### src/mexc_pkg.sv
// Purpose: Shared constants for the memory exception reporting block
// Assumes: Status bit n of the word maps to vector index 31-n
// Notes:   Reserved bits of the status word read as zero
package mexc_pkg;

  // Bit 0 is the most significant bit of the word
  function automatic int unsigned bitpos(input int unsigned n);
    return 31 - n;
  endfunction : bitpos

  localparam int unsigned B_SEGPROT  = bitpos(14);
  localparam int unsigned B_INV_MEM  = bitpos(17);
  localparam int unsigned B_INV_IO   = bitpos(18);
  localparam int unsigned B_ACC_LOAD = bitpos(19);
  localparam int unsigned B_UE       = bitpos(20);
  localparam int unsigned B_CE       = bitpos(21);
  localparam int unsigned B_RELOAD   = bitpos(22);
  localparam int unsigned B_ROM_WR   = bitpos(24);
  localparam int unsigned B_PT_SPEC  = bitpos(25);
  localparam int unsigned B_EXT_DEV  = bitpos(26);
  localparam int unsigned B_MULTI    = bitpos(27);
  localparam int unsigned B_PG_FAULT = bitpos(28);
  localparam int unsigned B_TLB_SPEC = bitpos(29);
  localparam int unsigned B_PROT     = bitpos(30);
  localparam int unsigned B_DATA     = bitpos(31);

  localparam logic [31:0] STATUS_RESET = 32'h0000_0000;
  // Implemented bits 14 and 17..31 except 23
  localparam logic [31:0] STATUS_MASK  = 32'h0002_7eff;
  // Real memory addresses use the low 24 bits
  localparam logic [31:0] REAL_MASK    = 32'h00ff_ffff;
  localparam logic [6:0]  SEARCH_LIMIT = 7'h7f;
  localparam logic [6:0]  SEARCH_RESET = 7'h00;

  // Real address: bits 0-7 forced to zero
  function automatic logic [31:0] real_addr(input logic [31:0] a);
    return a & REAL_MASK;
  endfunction : real_addr

endpackage : mexc_pkg

### src/search_limit.sv
// Purpose: Counts entries compared in one page-table search chain
// Assumes: Start, compare and match strobes come from the search engine
// Notes:   Reports the limit once per chain, only when enabled
`timescale 1ns/1ps
module search_limit (
  input  wire logic mclk_i,
  input  wire logic rst_i,
  input  wire logic enable_i,
  input  wire logic start_i,
  input  wire logic compare_i,
  input  wire logic match_i,
  output logic      limit_o
);
  logic [6:0] count_ff;
  logic [6:0] nxt_count;
  logic       limit_ff;
  wire        at_limit = (count_ff == mexc_pkg::SEARCH_LIMIT);
  wire        hit_now  = enable_i & compare_i & ~match_i &
                         (count_ff == mexc_pkg::SEARCH_LIMIT - 7'h01);

  // Saturate so a looping chain never wraps back to zero
  assign nxt_count = start_i ? mexc_pkg::SEARCH_RESET :
                     (compare_i & ~at_limit) ? count_ff + 7'h01 : count_ff;

  always_ff @(posedge mclk_i or posedge rst_i) begin
    if (rst_i) begin
      count_ff <= mexc_pkg::SEARCH_RESET;
      limit_ff <= 1'b0;
    end else begin
      count_ff <= nxt_count;
      limit_ff <= hit_now & ~start_i;
    end
  end

  assign limit_o = limit_ff;
endmodule : search_limit

### src/mem_exc_report.sv
// Purpose: Records memory exceptions and picks the response for each
// Assumes: Event strobes are one-cycle pulses on mclk_i from the datapath
// Notes:   Address holder storage lives outside; this block steers it
//
// Operation
// - Invalid memory: reply for reads/translated writes, else program check; load address.
// - Invalid I/O flag on reserved I/O location or read of write-only location.
// - Invalid I/O: reply on reads unless diagnostic, program check on writes, load.
// - Access-type flag is 1 for loads, 0 for stores or test-and-set.
// - Uncorrectable ECC: flag, reply for reads/translated writes, machine check; responses suppressed in diagnostic.
// - ECC error loads address, then holds it and latches check bits until read.
// - Correctable ECC flag set unless uncorrectable flag already set or set in the same cycle.
// - Correctable with enable: machine check unless diagnostic, load address.
// - Reload report enabled: set reload flag and reply unless diagnostic.
// - ROM write sets flag, program check, loads address.
// - Long search enabled: flag when 127 entries compared without match.
// - Table, page fault, protection, data errors reply unless diagnostic.
// - Those errors from processor load/store load address and lock holder.
// - External-device flag when those exceptions come from the I/O controller.
// - Multiple flag on further processor virtual exception while holder locked and a virtual flag already set.
// - Page fault flag on no translation, reset during reload, aborted reload.
// - Duplicate TLB match: flag, reply and machine check; load and lock when from processor load/store.
// - Store on duplicate match uses OR of both real page numbers.
// - Protection flag when non-special segment protection denies processor access.
// - Data flag when special segment lock check denies processor access.
// - Flags become visible one cycle after the faulting access; the long-search flag appears two cycles after the 127th compare.
// - Status clears at reset, flags stick, read releases program check.
// - Diagnostic mode suppresses machine checks and non-addressing replies.
`timescale 1ns/1ps
module mem_exc_report (
  input  wire logic        mclk_i,
  input  wire logic        rst_i,
  // Control bits of translation_control_register
  input  wire logic        diag_mode_i,
  input  wire logic        ce_int_en_i,
  input  wire logic        reload_rpt_en_i,
  input  wire logic        long_search_en_i,
  // Access attributes, valid with any event strobe
  input  wire logic [31:0] fault_addr_i,
  input  wire logic        acc_read_i,
  input  wire logic        acc_translated_i,
  input  wire logic        acc_load_i,
  input  wire logic        src_cpu_i,
  input  wire logic        src_cpu_ldst_i,
  input  wire logic        src_io_channel_controller_i,
  // Event strobes
  input  wire logic        ev_inv_mem_i,
  input  wire logic        ev_io_reserved_i,
  input  wire logic        ev_io_rd_wronly_i,
  input  wire logic        ev_io_write_i,
  input  wire logic        ev_ue_i,
  input  wire logic        ev_ce_i,
  input  wire logic        ev_reload_ok_i,
  input  wire logic        ev_rom_wr_i,
  input  wire logic        ev_no_xlate_i,
  input  wire logic        ev_reset_in_reload_i,
  input  wire logic        ev_reload_abort_i,
  input  wire logic        ev_dup_tlb_i,
  input  wire logic        ev_segprot_i,
  input  wire logic        ev_prot_i,
  input  wire logic        ev_data_i,
  // Page-table search progress
  input  wire logic        search_start_i,
  input  wire logic        search_compare_i,
  input  wire logic        search_match_i,
  // Duplicate match page numbers
  input  wire logic [21:0] rpn_a_i,
  input  wire logic [21:0] rpn_b_i,
  // Register access by I/O instructions
  input  wire logic        status_rd_i,
  input  wire logic        status_wr_i,
  input  wire logic [31:0] status_wdata_i,
  input  wire logic        holder_access_i,
  input  wire logic        diag_reg_rd_i,
  output logic [31:0]      status_rdata_o,
  output logic             exc_reply_o,
  output logic             machine_check_o,
  output logic             pgm_check_n_o,
  output logic             holder_load_o,
  output logic [31:0]      holder_addr_o,
  output logic             holder_locked_o,
  output logic             ecc_hold_o,
  output logic             ecc_bits_latch_o,
  output logic [21:0]      store_rpn_o
);
  logic [31:0] status_ff;
  logic [31:0] rdata_ff;
  logic        reply_ff;
  logic        mchk_ff;
  logic        pgm_n_ff;
  logic        load_ff;
  logic [31:0] addr_ff;
  logic        lock_ff;
  logic        hold_ff;
  logic        latch_ff;
  logic [21:0] rpn_ff;
  logic        long_stop;
  logic [31:0] set_bits;
  logic [31:0] nxt_status;

  search_limit u_search (
    .mclk_i    (mclk_i),
    .rst_i     (rst_i),
    .enable_i  (long_search_en_i),
    .start_i   (search_start_i),
    .compare_i (search_compare_i),
    .match_i   (search_match_i),
    .limit_o   (long_stop)
  );

  // Event classification
  wire inv_io    = ev_io_reserved_i | ev_io_rd_wronly_i;
  wire pg_fault  = ev_no_xlate_i | ev_reset_in_reload_i |
                   ev_reload_abort_i;
  wire virt_ev   = ev_segprot_i | long_stop | pg_fault | ev_prot_i |
                   ev_data_i;
  wire virt_cpu  = (virt_ev | ev_dup_tlb_i) & src_cpu_ldst_i;
  wire ce_report = ev_ce_i & (ce_int_en_i | diag_mode_i);
  wire real_ev   = ev_inv_mem_i | inv_io | ev_ue_i | ev_rom_wr_i |
                   (ev_ce_i & ce_int_en_i);
  wire virt_mask = |(status_ff & {32{1'b1}} &
                   ((32'h1 << mexc_pkg::B_SEGPROT) |
                    (32'h1 << mexc_pkg::B_PT_SPEC) |
                    (32'h1 << mexc_pkg::B_PG_FAULT) |
                    (32'h1 << mexc_pkg::B_PROT) |
                    (32'h1 << mexc_pkg::B_DATA)));

  // Responses
  wire reply_addr = (ev_inv_mem_i & (acc_read_i | acc_translated_i)) |
                    (inv_io & ~ev_io_write_i & ~diag_mode_i);
  wire reply_other = ~diag_mode_i & (
                    (ev_ue_i & (acc_read_i | acc_translated_i)) |
                    (ev_reload_ok_i & reload_rpt_en_i) |
                    virt_ev | ev_dup_tlb_i);
  wire nxt_reply  = reply_addr | reply_other;
  // A held ECC address also blocks further ECC machine checks
  wire nxt_mchk   = ~diag_mode_i & (ev_dup_tlb_i |
                    (~hold_ff & (ev_ue_i | (ev_ce_i & ce_int_en_i))));
  wire pgm_ev     = (ev_inv_mem_i & ~acc_read_i & ~acc_translated_i) |
                    (inv_io & ev_io_write_i) | ev_rom_wr_i;

  // Holder load: virtual errors win over real ones in the same cycle
  wire load_virt  = virt_cpu & ~lock_ff;
  wire load_real  = real_ev & ~lock_ff & ~hold_ff & ~load_virt;
  wire nxt_lock   = load_virt | (lock_ff & ~holder_access_i);
  wire nxt_hold   = (load_real & (ev_ue_i | ce_report)) |
                    (hold_ff & ~diag_reg_rd_i);
  wire ecc_latch  = ~hold_ff & (ev_ue_i | ce_report);

  always_comb begin
    set_bits = 32'h0;
    set_bits[mexc_pkg::B_SEGPROT]  = ev_segprot_i & src_cpu_i;
    set_bits[mexc_pkg::B_INV_MEM]  = ev_inv_mem_i;
    set_bits[mexc_pkg::B_INV_IO]   = inv_io;
    set_bits[mexc_pkg::B_UE]       = ev_ue_i;
    set_bits[mexc_pkg::B_CE]       = ev_ce_i & ~status_ff[mexc_pkg::B_UE] &
                                     ~ev_ue_i;
    set_bits[mexc_pkg::B_RELOAD]   = ev_reload_ok_i & reload_rpt_en_i;
    set_bits[mexc_pkg::B_ROM_WR]   = ev_rom_wr_i;
    set_bits[mexc_pkg::B_PT_SPEC]  = long_stop & src_cpu_i;
    set_bits[mexc_pkg::B_EXT_DEV]  = virt_ev & src_io_channel_controller_i;
    set_bits[mexc_pkg::B_MULTI]    = virt_cpu & lock_ff & virt_mask;
    set_bits[mexc_pkg::B_PG_FAULT] = pg_fault & src_cpu_i;
    set_bits[mexc_pkg::B_TLB_SPEC] = ev_dup_tlb_i;
    set_bits[mexc_pkg::B_PROT]     = ev_prot_i & src_cpu_i;
    set_bits[mexc_pkg::B_DATA]     = ev_data_i & src_cpu_i;
  end

  // Set wins over a software write in the same cycle
  wire [31:0] base_status = status_wr_i ? status_wdata_i : status_ff;
  wire        acc_upd     = virt_cpu;
  wire        acc_bit     = acc_upd ? acc_load_i :
                            base_status[mexc_pkg::B_ACC_LOAD];

  always_comb begin
    nxt_status = (base_status | set_bits) & mexc_pkg::STATUS_MASK;
    nxt_status[mexc_pkg::B_ACC_LOAD] = acc_bit;
  end

  wire [31:0] nxt_addr = load_virt ? fault_addr_i :
                         mexc_pkg::real_addr(fault_addr_i);

  always_ff @(posedge mclk_i or posedge rst_i) begin
    if (rst_i) begin
      status_ff <= mexc_pkg::STATUS_RESET;
      rdata_ff  <= 32'h0000_0000;
      reply_ff  <= 1'b0;
      mchk_ff   <= 1'b0;
      pgm_n_ff  <= 1'b1;
      load_ff   <= 1'b0;
      addr_ff   <= 32'h0000_0000;
      lock_ff   <= 1'b0;
      hold_ff   <= 1'b0;
      latch_ff  <= 1'b0;
      rpn_ff    <= 22'h00_0000;
    end else begin
      status_ff <= nxt_status;
      if (status_rd_i)
        rdata_ff <= status_ff & mexc_pkg::STATUS_MASK;
      reply_ff  <= nxt_reply;
      mchk_ff   <= nxt_mchk;
      pgm_n_ff  <= ~(pgm_ev | (~pgm_n_ff & ~status_rd_i));
      load_ff   <= load_virt | load_real;
      if (load_virt | load_real)
        addr_ff <= nxt_addr;
      lock_ff   <= nxt_lock;
      hold_ff   <= nxt_hold;
      latch_ff  <= ecc_latch;
      if (ev_dup_tlb_i)
        rpn_ff <= rpn_a_i | rpn_b_i;
    end
  end

  assign status_rdata_o   = rdata_ff;
  assign exc_reply_o      = reply_ff;
  assign machine_check_o  = mchk_ff;
  assign pgm_check_n_o    = pgm_n_ff;
  assign holder_load_o    = load_ff;
  assign holder_addr_o    = addr_ff;
  assign holder_locked_o  = lock_ff;
  assign ecc_hold_o       = hold_ff;
  assign ecc_bits_latch_o = latch_ff;
  assign store_rpn_o      = rpn_ff;
endmodule : mem_exc_report

### config.mk
export PLATFORM = sky130hd
export DESIGN_NAME = mem_exc_report
export DESIGN_NICKNAME = d
export VERILOG_FILES = /design/src/mexc_pkg.sv /design/src/search_limit.sv /design/src/mem_exc_report.sv
export SDC_FILE = /design/constraint.sdc
export NUM_CORES = 1
export LEC_CHECK = 0
export ABC_CLOCK_PERIOD_IN_PS = 3400
export BUFFER_PORTS_ARGS = -buffer_cell sky130_fd_sc_hd__clkbuf_2
export CAP_MARGIN = 20
export CORE_AREA = 2 2 113 115
export DETAILED_ROUTE_END_ITERATION = 6
export DIE_AREA = 0 0 115 117
export GPL_TIMING_DRIVEN = 0
export HOLD_SLACK_MARGIN = 0.1
export PLACE_DENSITY = 0.68
export REMOVE_ABC_BUFFERS = 1
export SETUP_SLACK_MARGIN = 0.2
export SLEW_MARGIN = 40
export SYNTH_ARGS = -nofsm -noshare
export SYNTH_HDL_FRONTEND = slang
export SYNTH_SLANG_ARGS = --single-unit
### constraint.sdc
create_clock -name mclk_i -period 3.4 [get_ports mclk_i]
set_input_delay 0.34 -clock mclk_i [delete_from_list [all_inputs] [get_ports mclk_i]]
set_output_delay 0.34 -clock mclk_i [all_outputs]
set_load 0.03 [all_outputs]
==> metrics.yaml <==
route:
  drt_iter0_drc: 116
  detail-route-antenna-nets: 0
  drtPass1Iterations: 4
  vias: 3252
  drt_wl_total_um: 9870
  wl_per_cell_um: 14.2
  drcViolationCount: 0
  via_per_inst: 4.68
place:
  dp.cells: 678
  port_buffers: 200
  gp_congestion: 0.764
  place.detailed.hpwl_um: 7360
grt:
  grt_usage: 0.147
  antenna_found_initial: 0
  grt_max_degree: 58
  grt_pass1_vias: 3226
  grt_pass1_wl_um: 15300
  grt_overflow: 0
setup_path:
  crit_fanout: 25
  critPathLaunchType: "flip-flop"
  path_class: "reg -> reg"
  critical-path-max-stage-delay_ps: 550
  regToRegSetupSlack_ps: 900
  crit_buf_inv: 1
  cp_top_family: "simple AND/OR/NAND/NOR gates"
  cp_data_required_time_ps: 3620
  slowest_stage: "or4_4"
  cp.arrival_ps: 2710
  cp-end-kind: "flip-flop"
  crit_chain: "or4_4 > o311a_1 > nor2_4 > inv_4 > mux2_4"
timing:
  clock.fmax_mhz: 401
  fin_crit_sh: 0.734
  finalSetupViolations: 0
  maxSlewViolCount: 0
  clock_skew_ps: 7.63
  hold_viol_final: 0
  relSlewSlack: 0.612
  period_minus_slack_ps: 2500
  rsz0062_at_grt: "false"
  worst_slew_pin_slew_ps: 583
final_layout:
  area_growth_pct: 34.3
  fin_util: 0.459
  drive_gt1_frac: 0.484
  nets: 684
  layout.cells.non_filler: 695
  insertedDiodeCount: 0
clocking:
  post_cts_resized: 0
  clock-sinks: 99
  cts_tree: "built"
  postCtsSetupBuffers: 0
  cts.clk_slew.worst_paths_ps: 70
  cts_buffer_depth: 2
  clk_latency_ps: 340
  cts_hold_buf: 1
  cts_buffers: 9
  htree_levels: 3
  cts_root_buf: "clkbuf_16"
die:
  rows: 41
  die_h_um: 117
  pin_count: 235
  die_w_um: 115
  die_area_um2: 13500
  start_util: 0.342
  core-area_um2: 12300
power_and_ir_drop:
  cellLeakagePower_nw: 2.83
  powerDensity_nw_per_um2: 620
  peakVddDrop_mv: 0.219
  p_total_w: 0.00351
synth:
  synthFlopType: "dfrtp_1"
  synth_area_um2: 4210
  postSynthAreaPerCell_um2: 12.3
  yosys.area_share.adder: 0.00595
  synth_top_area_share: 0.583
  synth.most_common_cell: "dfrtp_1"
  netlist_instances: 341
  synth_compound_area_frac: 0.0987
  synth_simple_gate_area_frac: 0.0984
  synth_common_cells: "dfrtp_1 (98), nor2_1 (57), a21oi_1 (27), mux2_2 (22), mux2_4 (19)"
  synthTopCellsByArea: "dfrtp_1 (58%), mux2_4 (6.8%), mux2_2 (5.9%)"
  yosys-mux-area-fraction: 0.139
  synth_xor_area_frac: 0.00833
  synth_area_leader_cell: "dfrtp_1"
  async_flop_share: 1.00
  yosys_warnings: 0
  yosysSeqAreaShare: 0.589
  synth_top_family_by_area: "multiplexers"
  synth_seq_cells: 99
  yosysUniqueCellTypes: 46
  synth-edff-count: 0
run_status:
  status: "finished clean"
run:
  maxCapViolCount: 0
hold_path:
  hold_path_class: "in -> reg"
## where the power goes
group	internal (W)	total (W)	leakage [nW]	switching, W
sequential	0.00133	0.00142	1.12	0.0000895
clock	0.000793	0.00123	0.180	0.000438
combinational	0.000318	0.000854	1.53	0.000536
total	0.00244	0.00351	2.83	0.00106
## kinds of logic after synthesis
kind of cell    count (synthesis)
flops                          99
simple gates                   88
compound gates                 62
mux                            46
buf+inv                        39
xor+xnor                        4
fa+ha+maj                       2
other cells                     1
## registers in the layout, summed over array words and instances (netlist names)
signal / flops
u_search.limit_o: 1
status_ff: 15
holder_addr_o: 32
status_rdata_o: 15
store_rpn_o: 22
ecc_hold_o: 1
ecc_bits_latch_o: 1
pgm_check_n_o: 1
holder_locked_o: 1
machine_check_o: 1
holder_load_o: 1
u_search.count_ff: 7
exc_reply_o: 1
## per-stage QoR
| stage | setup TNS, ps | area, µm² | setup slack, ps | hold slack, ps |
|---|---|---|---|---|
| after floorplan | 0 | 4050 | 471 | 384 |
| after global placement | -60530 | 5240 | -625 | 475 |
| after global routing | 0 | 5650 | 790 | 160 |
| after CTS | 0 | 5650 | 849 | 152 |
| after detailed placement | 0 | 5280 | 810 | 352 |
| final | 0 | 5650 | 904 | 173 |
## routing by layer
metal,GRT usage,part of all wire,vias to the layer above
li1,-,-,1561
met1,0.180,0.43,1549
met2,0.244,0.49,126
met3,0.0366,0.061,16
met4,0.0715,0.020,0
met5,0,0,-
## cells in the final DEF (no fill, tap or decap), types with 2 or more instances in the layout
cell type    n
o21ai_0      7
a22o_1       8
dfrtp_1     98
a211o_1      3
inv_1        7
and3_1       2
clkbuf_16    9
clkinv_2     2
a211oi_1     2
a21oi_1     27
or3_1        2
nor2b_1      9
mux2_4      19
mux2i_1      5
xor2_1       3
ha_1         2
nand2_1      6
mux2_2      22
conb_1      17
clkbuf_2   199
nor2_1      57
and4b_1      2
nand3_1      3
bufinv_16    4
a221o_1      5
## path summary, 6_finish.rpt
kind,startpoint,cells after the start,to
min in group asynchronous,rst_i,3,store_rpn_o[20]
min,ev_rom_wr_i,2,pgm_check_n_o
max reg2reg,u_search.limit_o,5,holder_addr_o[1]
min reg2reg,holder_addr_o[28],1,holder_addr_o[28]
max,u_search.limit_o,5,holder_addr_o[1]
max in group asynchronous,rst_i,4,pgm_check_n_o
## final cells by class
| class | count | area, µm² |
|---|---|---|
| fill | 1148 | 6660 |
| sequential | 99 | 2480 |
| multi-input combinational | 219 | 1540 |
| timing repair buffer | 202 | 1040 |
| clock buffer | 9 | 225 |
| tap | 150 | 188 |
| clock inverter | 7 | 139 |
| inverter | 9 | 43.8 |
(Power assumes the default switching activity.)
